==> src/logic/compact_timer_regs.svh <==
`ifndef COMPACT_TIMER_REGS_SVH
`define COMPACT_TIMER_REGS_SVH
// ----------------------------------------------------------------------
// register byte offsets on the avalon bus
// ----------------------------------------------------------------------
`define CTRL0_OFS     5'h00
`define CTRL1_OFS     5'h04
`define CNT_LO_OFS    5'h08
`define CNT_HI_OFS    5'h0c
`define CMPA_LO_OFS   5'h10
`define CMPA_HI_OFS   5'h14
`define FLAG_OFS      5'h18
// ----------------------------------------------------------------------
// field positions and codes
// ----------------------------------------------------------------------
`define C0_PAUSE      7
`define C0_RUN        3
`define C1_OC         3
`define C1_POL        2
`define C1_DPX        1
`define C1_CCLR       0
`define FLAG_A        0
`define FLAG_P        1
`define MODE_CMP      2'h0
`define MODE_PWM      2'h2
`define MODE_TMR      2'h3
`define IO_LOW        2'h1
`define IO_HIGH       2'h2
`define IO_TOGGLE     2'h3
`define IO_PWM        2'h2
`define SEL_SYS4      3'h0
`define SEL_SYS       3'h1
`define SEL_H16       3'h2
`define SEL_H64       3'h3
`define SEL_SUB0      3'h4
`define SEL_SUB1      3'h5
`define SEL_EXT_RISE  3'h6
`define SEL_EXT_FALL  3'h7
// ----------------------------------------------------------------------
// reset values and prescaler terminal counts
// ----------------------------------------------------------------------
`define REG8_RST      8'h00
`define CNT_RST       10'h000
`define CNT_ONE       10'h001
`define PER_ZERO      3'h0
`define LOW7_ZERO     7'h00
`define PRE_RST       6'h00
`define PRE_ONE       6'h01
`define SYS4_LAST     6'h03
`define H16_LAST      4'hf
`define H64_LAST      6'h3f
`define RD_PAD        24'h000000
`endif

==> src/logic/compact_timer_pkg.sv <==
package compact_timer_pkg;
  // bus answer phase
  typedef enum logic {
    bus_idle,
    bus_answer
  } bus_phase_e;
  typedef logic [9:0] count_t;  // counter and compare width
  typedef logic [7:0] byte_t;   // register width
endpackage : compact_timer_pkg

==> src/logic/compact_timer_module.sv <==
`timescale 1ns/1ps
`default_nettype none
`include "compact_timer_regs.svh"
module compact_timer_module
  import compact_timer_pkg::*;
(
  input  wire logic        sys_clk,
  input  wire logic        rst,
  input  wire logic [4:0]  address,
  input  wire logic        read,
  input  wire logic        write,
  input  wire logic [31:0] writedata,
  output logic      [31:0] readdata,
  output logic             waitrequest,
  input  wire logic        high_clk_tick,
  input  wire logic        sub_clk_tick,
  input  wire logic        ext_count_clock_pin,
  output logic             timer_output_pin,
  output logic             timer_output_inverted_pin,
  output logic             match_a_flag,
  output logic             match_p_flag
);
  // ----------------------------------------------------------------------
  // state
  // ----------------------------------------------------------------------
  bus_phase_e phase_q,  phase_d;   // bus answer phase
  byte_t      ctrl0_q,  ctrl0_d;   // pause, clock select, run, period
  byte_t      ctrl1_q,  ctrl1_d;   // mode, io, oc, pol, dpx, clear sel
  byte_t      buf_q,    buf_d;     // shared low byte buffer
  count_t     cnt_q,    cnt_d;     // main counter
  count_t     cmpa_q,   cmpa_d;    // compare a value
  logic [5:0] pre_s_q,  pre_s_d;   // system clock prescaler
  logic [5:0] pre_h_q,  pre_h_d;   // high clock prescaler
  logic       ext_q;               // previous external pin level
  logic       run_q;               // previous run enable
  logic       lvl_q,    lvl_d;     // output level before polarity
  logic       fa_q,     fa_d;      // compare a flag
  logic       fp_q,     fp_d;      // period flag
  logic [31:0] rd_q,    rd_d;      // read data register
  logic       pin_d;               // polarised pin value
  // ----------------------------------------------------------------------
  // decode
  // ----------------------------------------------------------------------
  logic       run, pause, tick, run_rise, wr_take, rd_take;
  logic       hit_a, hit_p, clr_hit, pwm_act;
  logic [2:0] csel, per;
  logic [1:0] mode, io;
  count_t     inc;
  assign run      = ctrl0_q[`C0_RUN];
  assign pause    = ctrl0_q[`C0_PAUSE];
  assign csel     = ctrl0_q[6:4];
  assign per      = ctrl0_q[2:0];
  assign mode     = ctrl1_q[7:6];
  assign io       = ctrl1_q[5:4];
  assign run_rise = run & ~run_q;
  assign wr_take  = write & (phase_q == bus_answer);
  assign rd_take  = read & (phase_q == bus_answer);
  assign inc      = cnt_q + `CNT_ONE;             // wraps at 1023
  // period compare on top bits; zero means overflow
  assign hit_p    = (per == `PER_ZERO) ? (inc == `CNT_RST)
                  : (inc[9:7] == per) && (inc[6:0] == `LOW7_ZERO);
  assign hit_a    = (inc == cmpa_q);
  assign clr_hit  = ctrl1_q[`C1_CCLR] ? hit_a : hit_p;
  // ----------------------------------------------------------------------
  // clock source selection and prescalers
  // ----------------------------------------------------------------------
  always_comb begin
    pre_s_d = (pre_s_q == `SYS4_LAST) ? `PRE_RST : pre_s_q + `PRE_ONE;
    pre_h_d = pre_h_q;
    if (high_clk_tick) begin
      pre_h_d = pre_h_q + `PRE_ONE;
    end
    case (csel)
      `SEL_SYS4:     tick = (pre_s_q == `SYS4_LAST);
      `SEL_SYS:      tick = 1'b1;
      `SEL_H16:      tick = high_clk_tick & (pre_h_q[3:0] == `H16_LAST);
      `SEL_H64:      tick = high_clk_tick & (pre_h_q == `H64_LAST);
      `SEL_SUB0,
      `SEL_SUB1:     tick = sub_clk_tick;
      `SEL_EXT_RISE: tick = ext_count_clock_pin & ~ext_q;
      `SEL_EXT_FALL: tick = ~ext_count_clock_pin & ext_q;
      default:       tick = 1'b0;
    endcase
  end
  // ----------------------------------------------------------------------
  // counter, flags and output level
  // ----------------------------------------------------------------------
  always_comb begin
    cnt_d = cnt_q;
    fa_d  = fa_q;
    fp_d  = fp_q;
    lvl_d = lvl_q;
    // software clears flags by writing ones
    if (wr_take && address == `FLAG_OFS) begin
      fa_d = fa_q & ~writedata[`FLAG_A];
      fp_d = fp_q & ~writedata[`FLAG_P];
    end
    // pwm: edge aligned, duty from compare a, or from the period bits when dpx is set
    if (ctrl1_q[`C1_DPX]) begin
      pwm_act = (cnt_q < {per, `LOW7_ZERO});
    end else begin
      pwm_act = (cnt_q < cmpa_q);
    end
    if (run_rise) begin
      cnt_d = `CNT_RST;
      lvl_d = ctrl1_q[`C1_OC];
    end else if (run && !pause && tick) begin
      cnt_d = clr_hit ? `CNT_RST : inc;
      if (hit_a) begin
        fa_d = 1'b1;                              // set beats clear
      end
      if (hit_p) begin
        fp_d = 1'b1;
      end
      if (mode == `MODE_CMP && hit_a) begin
        case (io)
          `IO_LOW:    lvl_d = 1'b0;
          `IO_HIGH:   lvl_d = 1'b1;
          `IO_TOGGLE: lvl_d = ~lvl_q;
          default:    lvl_d = lvl_q;
        endcase
      end
    end // else run low: residual count held
    if (mode == `MODE_PWM && run && !run_rise) begin
      case (io)
        `IO_PWM: lvl_d = pwm_act ? ctrl1_q[`C1_OC] : ~ctrl1_q[`C1_OC];
        `IO_LOW: lvl_d = ctrl1_q[`C1_OC];
        default: lvl_d = ~ctrl1_q[`C1_OC];
      endcase
    end
    // polarity applies outside timer mode
    pin_d = (mode != `MODE_TMR && ctrl1_q[`C1_POL]) ? ~lvl_d : lvl_d;
  end
  // ----------------------------------------------------------------------
  // bus slave and buffered byte pairs
  // ----------------------------------------------------------------------
  always_comb begin
    phase_d = (phase_q == bus_idle && (read || write)) ? bus_answer : bus_idle;
    ctrl0_d = ctrl0_q;
    ctrl1_d = ctrl1_q;
    cmpa_d  = cmpa_q;
    buf_d   = buf_q;
    rd_d    = rd_q;
    if (phase_q == bus_idle && read) begin
      case (address)
        `CTRL0_OFS:   rd_d = {`RD_PAD, ctrl0_q};
        `CTRL1_OFS:   rd_d = {`RD_PAD, ctrl1_q};
        `CNT_LO_OFS,
        `CMPA_LO_OFS: rd_d = {`RD_PAD, buf_q};
        `CNT_HI_OFS:  rd_d = {`RD_PAD, 6'h00, cnt_q[9:8]};
        `CMPA_HI_OFS: rd_d = {`RD_PAD, 6'h00, cmpa_q[9:8]};
        `FLAG_OFS:    rd_d = {`RD_PAD, 6'h00, fp_q, fa_q};
        default:      rd_d = {`RD_PAD, `REG8_RST};
      endcase
    end
    if (rd_take && address == `CNT_HI_OFS) begin
      buf_d = cnt_q[7:0];
    end
    if (rd_take && address == `CMPA_HI_OFS) begin
      buf_d = cmpa_q[7:0];
    end
    if (wr_take) begin
      case (address)
        `CTRL0_OFS:   ctrl0_d = writedata[7:0];
        `CTRL1_OFS:   ctrl1_d = writedata[7:0];
        `CMPA_LO_OFS: buf_d   = writedata[7:0];
        `CMPA_HI_OFS: cmpa_d  = {writedata[1:0], buf_q};
        default:      buf_d   = buf_q;
      endcase
    end
  end
  // ----------------------------------------------------------------------
  // registers
  // ----------------------------------------------------------------------
  always_ff @(posedge sys_clk or posedge rst) begin
    if (rst) begin
      phase_q                   <= bus_idle;
      ctrl0_q                   <= `REG8_RST;
      ctrl1_q                   <= `REG8_RST;
      buf_q                     <= `REG8_RST;
      cnt_q                     <= `CNT_RST;
      cmpa_q                    <= `CNT_RST;
      pre_s_q                   <= `PRE_RST;
      pre_h_q                   <= `PRE_RST;
      ext_q                     <= 1'b0;
      run_q                     <= 1'b0;
      lvl_q                     <= 1'b0;
      fa_q                      <= 1'b0;
      fp_q                      <= 1'b0;
      rd_q                      <= 32'h00000000;
      waitrequest               <= 1'b1;
      timer_output_pin          <= 1'b0;
      timer_output_inverted_pin <= 1'b1;
    end else begin
      phase_q                   <= phase_d;
      ctrl0_q                   <= ctrl0_d;
      ctrl1_q                   <= ctrl1_d;
      buf_q                     <= buf_d;
      cnt_q                     <= cnt_d;
      cmpa_q                    <= cmpa_d;
      pre_s_q                   <= pre_s_d;
      pre_h_q                   <= pre_h_d;
      ext_q                     <= ext_count_clock_pin;
      run_q                     <= run;
      lvl_q                     <= lvl_d;
      fa_q                      <= fa_d;
      fp_q                      <= fp_d;
      rd_q                      <= rd_d;
      waitrequest               <= (phase_d != bus_answer);
      timer_output_pin          <= pin_d;
      timer_output_inverted_pin <= ~pin_d;
    end
  end
  assign readdata     = rd_q;
  assign match_a_flag = fa_q;
  assign match_p_flag = fp_q;
endmodule : compact_timer_module
`default_nettype wire

==> config.mk <==
export PLATFORM = sky130hd
export DESIGN_NAME = compact_timer_module
export DESIGN_NICKNAME = d
export VERILOG_FILES = /design/src/logic/compact_timer_pkg.sv /design/src/logic/compact_timer_module.sv
export VERILOG_INCLUDE_DIRS = /design/src /design/src/logic
export SDC_FILE = /design/constraint.sdc
export NUM_CORES = 1
export LEC_CHECK = 0
export ABC_AREA = 1
export BUFFER_PORTS_ARGS = -buffer_cell sky130_fd_sc_hd__buf_2
export CORE_MARGIN = 2
export CORE_UTILIZATION = 50
export DETAILED_ROUTE_END_ITERATION = 16
export GPL_TIMING_DRIVEN = 1
export PLACE_DENSITY = 0.76
export SKIP_CTS_REPAIR_TIMING = 1
export SLEW_MARGIN = 20
export SYNTH_ARGS = -nofsm -noshare
export SYNTH_HDL_FRONTEND = slang
export SYNTH_SLANG_ARGS = --single-unit
==> constraint.sdc <==
create_clock -name sys_clk -period 1.9 [get_ports sys_clk]
set_input_delay 0.19 -clock sys_clk [delete_from_list [all_inputs] [get_ports sys_clk]]
set_output_delay 0.19 -clock sys_clk [all_outputs]
set_load 0.005 [all_outputs]
==> results.ini, run 1 <==
[routing]
drt_wl_total_um = 12000
drt_first_pass_iters = 5
detail-route-antenna-nets = 0
drtIter0Drc = 297
drt-vias-per-instance = 5.43
route.detailed.wl_per_inst_um = 15.2
vias = 4287
remaining_drc_errors = 0

[sta]
rsz0062_at_grt = yes
max_freq_mhz = 456
fin_ws_ns = -0.295
hold_ws_ns = 0.0556
final-setup-viol-count = 14
maxSlewViolCount = 0
slew_headroom = 0.569
tightest_slew_ns = 0.645
skew_ns = 0.00735
finalSetupTns_ns = -3.45
period_needed_ns = 2.19
finalHoldViolCount = 0
min_period_over_period = 1.16

[worst_setup_path]
crit_path_end_kind = register
slowest_stage = dfrtp_1
ff2ff_path_depth = 16
critPathLaunchType = register
critical_path_class = register to register
slowest_delay_ns = 0.44
crit_chain = ha_4 > buf_6 > nand4_1 > nand3_1 > nand2_1 > nand2_2 > nor2_2 > buf_4 > nand3_2 > nor2_4 > nand3_2 > nand3_2 > nand2_4 > nand2_4 > nand2_1 > nand2_1
cp.arrival_ns = 2.51
crit_fanout = 4
cp.required_ns = 2.21

[global_route]
grt_pass1_vias = 4085
grt-ovfl-total = 0
antenna_found_initial = 0
grt_max_degree = 32
grt_use_total = 0.246
grt_pass1_wl_um = 19200

[synthesis]
yosysWarnings = 0
yosys.area.top_type_share = 0.394
synthCells = 580
synth.area.mux_share = 0.00500
synthAdderAreaFrac = 0.0472
synth_edf_count = 0
avgSynthCellArea_um2 = 7.77
yosys.area_share.xor_xnor = 0.0264
synth-simple-area-share = 0.237
synth_area_leader_cell = dfrtp_1
synth_area_um2 = 4510
ys_seq_elements = 73
synth_compound_area_frac = 0.154
synth_top_family_by_area = simple AND/OR/NAND/NOR gates
synthTopCellsByArea = dfrtp_1, nand2_1, inv_1
synthFlopType = dfrtp_1
synth_cell_type_count = 45
async_flop_share = 1.00
ys_seq_area_frac = 0.406

[finish]
multi_input_area_um2 = 2360
fin_cells = 790
insertedDiodeCount = 0
fillers = 711
area_growth_syn_to_layout_pct = 24.3
drive_gt1_frac = 0.252
nets = 738
final-seq-area_um2 = 1830
post-route-cell-area_um2 = 5600

[clock_tree]
cts_tree = yes
clock_sinks = 73
clk_latency_ns = 0.37
cts_buffers = 9
path_clk_slew_ns = 0.08
clockRootBuffer = clkbuf_8
h-tree-depth = 3
cts_buffer_depth = 2

[power]
leakagePower_nw = 2.85
powerDensity_nw_per_um2 = 872
ir_worst_vdd_mv = 0.628

[die]
coreArea_um2 = 8720
io_pins = 81
initial_utilization = 0.517
die_w_um = 99.0
die_area_um2 = 9790
rows = 34
die_y_um = 99.0

[outcome]
status = finished with violations
violations = setup timing

[placed_design]
place_congestion = 0.930
pre_cts_slack_ns = -0.221
portBuffers = 32
place_inst = 766
postPlaceCellArea_um2 = 5130
dp_hpwl_um = 8760

[hold_path]
hold_path_depth = 2
hp-class = input pin to register

[run]
drv_cap = 0

## through the flow
stage	power, mW	util
after floorplan	2.77	-
after global placement	3.15	0.588
after CTS	4.76	0.616
final	4.89	0.643
after global routing	5.15	0.643
after detailed placement	3.21	0.588
## layout by cell type, fill, tap and decap left out, types with 5 or more instances in the layout
master    instances
nand2_1         129
inv_1            78
dfrtp_1          68
buf_4            60
o21ai_0          58
buf_2            33
nand3_1          29
nor2_1           28
conb_1           24
o211ai_1         17
ha_1             14
o22ai_1          13
a21oi_1          11
nand2_2          11
clkbuf_8         10
xor2_1            9
nand4_1           6
nand3_2           6
o21ai_1           6
inv_2             5
nand2_4           5
nor2_2            5
## flip-flops by register name, summed over array words and instances, names as in the netlist, 6 cells and up
register	count
buf_q	8
pre_h_q	6
pre_s_q	6
readdata	8
ctrl0_q	8
cnt_q	10
cmpa_q	10
ctrl1_q	8
## path summary, 6_finish.rpt
| kind | startpoint | endpoint | slack [ns] |
|---|---|---|---|
| max | cnt_q[0] | timer_output_inverted_pin | -0.29 |
| min | high_clk_tick | pre_h_q[0] | 0.06 |
| max reg2reg | cnt_q[0] | timer_output_inverted_pin | -0.29 |
| min reg2reg | ctrl0_q[3] | run_q | 0.40 |
| max in group asynchronous | rst | ctrl0_q[3] | 0.83 |
| min in group asynchronous | rst | buf_q[6] | 0.46 |
## final cells by class
| class | instances | share of cell area |
|---|---|---|
| repair buffers | 100 | 0.127 |
| multi-input cells | 409 | 0.421 |
| clock buffers | 10 | 0.0246 |
| flip-flops and latches | 73 | 0.327 |
| clock inverters | 6 | 0.0201 |
| inverters | 84 | 0.0569 |
| well taps | 108 | 0.0241 |
## critical path, delay by kind of cell (launching register included)
kind / cells / cell delay [ns]
and+or+nand+nor: 13 / 1.23
DFF: 1 / 0.44
buffers and inverters: 2 / 0.25
adders and majority gates: 1 / 0.22
## cells by family after synthesis
family / Yosys count
AO/OA/AOI/OAI: 119
XOR/XNOR: 12
AND/OR/NAND/NOR: 235
flip-flops: 73
multiplexers: 2
adder cells (fa/ha/maj): 17
other: 1
buffers and inverters: 121
## Yosys cell counts, types with 2 or more instances
cell type,instances
o21ai_1,5
nor2_1,30
o211ai_1,17
o221ai_1,2
xor2_1,10
nor3_1,3
nand3_1,32
nand2_1,136
nand3_2,5
inv_2,3
o2111ai_1,2
nand2_2,8
ha_1,17
inv_1,81
o21a_1,2
buf_2,5
o22ai_1,13
mux2_2,2
dfrtp_1,71
clkbuf_1,6
a21oi_1,12
dfstp_2,2
nor2_2,5
buf_4,26
o21ai_0,60
nand4_1,6
## metal layers
layer	routed length [um]	GRT usage	vias up
met2	5870	0.407	150
met4	435	0.105	0
met3	685	0.0418	38
met1	5040	0.318	2051
li1	-	-	2048
met5	0	0	-
## power by group
group / total, mW / internal [mW] / leakage (nW) / switching, mW
Clock: 1.57 / 0.915 / 0.127 / 0.651
Sequential: 1.97 / 1.81 / 0.951 / 0.155
Combinational: 1.35 / 0.573 / 1.77 / 0.782
Total: 4.89 / 3.30 / 2.85 / 1.59
Power figures use the tool's default switching activity.
==> run 2, diff against run 1 <==
--- a/config.mk
+++ b/config.mk
@@ -13,4 +13,5 @@
 export DETAILED_ROUTE_END_ITERATION = 16
 export GPL_TIMING_DRIVEN = 1
+export HOLD_SLACK_MARGIN = 0.02
 export PLACE_DENSITY = 0.76
 export SKIP_CTS_REPAIR_TIMING = 1
==> constraint.sdc (replaced) <==
create_clock -name sys_clk -period 1.9 [get_ports sys_clk]
set_input_delay 0.38 -clock sys_clk [delete_from_list [all_inputs] [get_ports sys_clk]]
set_output_delay 0.38 -clock sys_clk [all_outputs]
set_load 0.005 [all_outputs]
==> results.ini, run 2 (synthesis results as in run 1) <==
[sta]
tightest_slew_ns = 0.530
skew_ns = 0.0167
max_freq_mhz = 460
fin_ws_ns = -0.274
min_period_over_period = 1.14
period_needed_ns = 2.17
slew_headroom = 0.646
maxSlewViolCount = 0
finalHoldViolCount = 0
final-setup-viol-count = 15
rsz0062_at_grt = yes

[routing]
route.detailed.wl_per_inst_um = 15.4
detail-route-antenna-nets = 0
drt-vias-per-instance = 5.43
vias = 4369
drt_wl_total_um = 12400
drtIter0Drc = 364
remaining_drc_errors = 0
drt_first_pass_iters = 5

[finish]
area_growth_syn_to_layout_pct = 26.9
drive_gt1_frac = 0.293
nets = 752
insertedDiodeCount = 0
post-route-cell-area_um2 = 5720
final_cell_mix = nand2_1, inv_1, buf_4
top_regs = cmpa_q (10), cnt_q (10)
final_common_cell = nand2_1

[global_route]
grt_max_degree = 74
grt_use_total = 0.250
antenna_found_initial = 0
grt_pass1_wl_um = 19600
grt_pass1_vias = 4154
grt-ovfl-total = 0

[die]
rows = 34
initial_utilization = 0.517
die_y_um = 99.0
die_area_um2 = 9790
coreArea_um2 = 8720
die_w_um = 99.0
io_pins = 81

[worst_setup_path]
cp.required_ns = 2.13
crit_fanout = 5
crit_path_end_kind = register
startpoint = cnt_q[0]
critical_path_class = register to register
reg2reg_from = cnt_q[0]
cp.arrival_ns = 2.40
critPathLaunchType = register

[power]
ir_worst_vdd_mv = 0.526
powerDensity_nw_per_um2 = 800
leakagePower_nw = 2.89

[clock_tree]
clockRootBuffer = clkbuf_8
h-tree-depth = 3
cts_buffers = 9
cts_buffer_depth = 2
cts_tree = yes
path_clk_slew_ns = 0.09
clock_sinks = 73
clk_latency_ns = 0.35

[run]
drv_cap = 0

[placed_design]
place_congestion = 0.929
pre_cts_slack_ns = -0.267
portBuffers = 32
postPlaceCellArea_um2 = 5190
dp_hpwl_um = 8910

[outcome]
violations = setup timing
status = finished with violations

[hold_path]
hp-class = input pin to asynchronous set/reset pin

run 2: changes by cell type in the layout (fill, tap and decap cells not counted), sizes merged:
cell         before  now
clkinvlp          1    2
dlygate4sd3       2    0
clkbuf           10   11
buf              98  113
nand2           145  146
bufinv            3    1
clkinv            1    3
inv              85   83
run 2: area by class of cell:
class	count	area (um^2)
clock inverter	5	56.3
clock buffer	11	141
sequential	73	1830
multi-input combinational	410	2430
timing repair buffer	113	805
inverter	84	319
fill	730	3000
tap	108	135
run 2: metrics by stage:
stage,cells,TNS (ns),power (mW),hold slack [ns],util
2_1_floorplan,603,0,2.77,0.374,-
3_5_place_dp,775,-3.16,3.23,0.402,0.596
4_1_cts,791,-2.99,4.47,0.136,0.618
6_report,804,-3.03,4.58,0.106,0.656
5_1_grt,804,-4.96,4.86,0.152,0.656
3_3_place_gp,775,-2.29,3.17,0.387,0.596
run 2: worst max-delay path, stage by stage (launching register included):
cell and delay (ns):
dfrtp_2 0.45, inv_2 0.09, ha_4 0.20, a21oi_2 0.09, o21ai_1 0.10, nor2_2 0.10, nand2_1 0.08, nor2_2 0.16
buf_4 0.15, nand3_4 0.06, nor2_4 0.17, buf_6 0.14, nand2_8 0.07, nand2_4 0.12, o22ai_1 0.08
run 2: report_power, final:
part	switching (mW)	internal (mW)	total (mW)
clock	0.597	0.641	1.24
combinational	0.795	0.570	1.36
sequential	0.161	1.81	1.97
run 2: path summary, 6_finish.rpt:
path	to	slack, ns	depth (start not counted)
worst max-delay path	cnt_q[5]	-0.27	14
worst min-delay path	buf_q[0]	0.11	3
worst max register to register	cnt_q[5]	-0.27	14
worst min register to register	run_q	0.42	0
max in group asynchronous	timer_output_inverted_pin	1.42	3
min in group sys_clk	ext_q	0.17	1
run 2: per-layer routing:
layer | vias to the layer above | part of all wire | track usage
li1 | 2079 | - | -
met2 | 177 | 0.50 | 0.417
met1 | 2078 | 0.40 | 0.332
met5 | - | 0 | 0
met3 | 35 | 0.067 | 0.0411
met4 | 0 | 0.029 | 0.0843
==> run 3, diff against run 2 <==
Settings changed: BUFFER_PORTS_ARGS -buffer_cell sky130_fd_sc_hd__buf_2 to -buffer_cell sky130_fd_sc_hd__clkbuf_2, PLACE_DENSITY 0.76 to 0.85.
==> results.ini, run 3 (synthesis results as in run 1) <==
[outcome]
status = finished with violations
violations = setup timing

[routing]
drt_wl_total_um = 12500
remaining_drc_errors = 0
detail-route-antenna-nets = 0
drt_first_pass_iters = 5
vias = 4344
drtIter0Drc = 366
drt-vias-per-instance = 5.46
route.detailed.wl_per_inst_um = 15.7

[clock_tree]
cts_buffer_depth = 2
cts_buffers = 9
h-tree-depth = 3
clock_sinks = 73
path_clk_slew_ns = 0.09
clk_latency_ns = 0.36
cts_tree = yes
clockRootBuffer = clkbuf_8

[power]
intPower_mw = 3.18
combPwrFrac = 0.286
p_sw_frac = 0.331
pwr-share-seq = 0.416
netSwitchingPower_mw = 1.57
ir_worst_vdd_mv = 0.693
clkPwrFrac = 0.298
total_power_mw = 4.75
leakagePower_nw = 2.85
powerDensity_nw_per_um2 = 839

[sta]
period_needed_ns = 2.13
maxSlewViolCount = 0
tightest_slew_ns = 0.507
slew_headroom = 0.662
rsz0062_at_grt = yes
fin_ws_ns = -0.233
finalHoldViolCount = 0
skew_ns = 0.0165
min_period_over_period = 1.12
max_freq_mhz = 469
hold_ws_ns = 0.0914
final-setup-viol-count = 15

[worst_setup_path]
slowest_delay_ns = 0.43
slowest_stage = dfrtp_1
crit_chain = buf_4 > nand2_1 > nor2_4 > nand2_1 > xor2_2 > xor2_1 > inv_1 > nor4_4 > nand2_2 > nand2_4 > o22ai_1
crit_top_cell = nand2_1
critPathLaunchType = register
crit_fanout = 5
cp.arrival_ns = 2.36
crit_path_end_kind = register
cp.required_ns = 2.13
critical_path_class = register to register

[finish]
fin_cells = 795
final-seq-area_um2 = 1830
final_common_cell = nand2_1
multi_input_area_um2 = 2390
area_growth_syn_to_layout_pct = 25.7
drive_gt1_frac = 0.282
top_regs = cmpa_q (10), cnt_q (10)
fillers = 660
final_cell_mix = nand2_1, inv_1, dfrtp_1
nets = 743
insertedDiodeCount = 0
final_core_util = 0.650

[die]
die_area_um2 = 9790
initial_utilization = 0.517
coreArea_um2 = 8720
die_w_um = 99.0
rows = 34
die_y_um = 99.0
io_pins = 81

[global_route]
grt_pass1_vias = 4174
grt_max_degree = 74
grt_use_total = 0.248
grt_pass1_wl_um = 19400
grt-ovfl-total = 0
antenna_found_initial = 0

[placed_design]
portBuffers = 32
place_congestion = 0.941
dp_hpwl_um = 8860
pre_cts_slack_ns = -0.220
place_inst = 772

[hold_path]
hp-class = input pin to asynchronous set/reset pin

[run]
drv_cap = 0

run 3: cell count changes in the layout (fill, tap and decap cells not counted), sizes merged:
cell,change
buf,-42
clkinv,-2
clkinvlp,-1
inv,+1
bufinv,+1
clkbuf,+34
run 3: layout make-up:
| class | instances | share of cell area |
|---|---|---|
| Clock buffer | 12 | 0.0274 |
| Clock inverter | 4 | 0.0130 |
| Multi-Input combinational cell | 410 | 0.422 |
| Timing Repair Buffer | 104 | 0.133 |
| Inverter | 84 | 0.0563 |
| Tap cell | 108 | 0.0239 |
| Sequential cell | 73 | 0.324 |
run 3: power groups by stage:
stage,registers (mW),logic (mW),clock network (mW)
after global routing,2.01,1.51,1.50
after global placement,1.98,1.18,0
final,1.98,1.36,1.42
after detailed placement,2.00,1.23,0
after floorplan,1.98,0.791,0
after CTS,1.97,1.26,1.43
run 3: through the flow:
step	setup TNS, ns	instance area, um^2
after CTS	-3.24	5410
after floorplan	0	4600
after global routing	-4.31	5670
final	-2.84	5670
after detailed placement	-2.59	5180
after global placement	-1.35	5180
run 3: worst max-delay path, delay by kind of cell, from the launching register on:
family | cells | cell delay (ns)
XOR/XNOR | 2 | 0.38
buffers and inverters | 2 | 0.27
AND/OR/NAND/NOR | 6 | 0.82
flip-flops | 1 | 0.43
AO/OA/AOI/OAI | 1 | 0.09
run 3: final timing paths:
kind / slack (ns) / start / end / cells past startpoint
max: -0.23 / cnt_q[1] / cnt_q[7] / 11
min: 0.09 / rst / buf_q[1] / 3
max reg2reg: -0.23 / cnt_q[1] / cnt_q[7] / 11
min reg2reg: 0.41 / ctrl0_q[3] / run_q / 0
max in group asynchronous: 1.45 / rst / timer_output_inverted_pin / 3
min in group sys_clk: 0.17 / ext_count_clock_pin / ext_q / 1
run 3: routing by layer:
layer / up-vias / GRT usage / part of all wire
met5: - / 0 / 0
met4: 0 / 0.0790 / 0.030
met3: 41 / 0.0355 / 0.070
met2: 239 / 0.433 / 0.50
met1: 2005 / 0.317 / 0.40
li1: 2059 / - / -
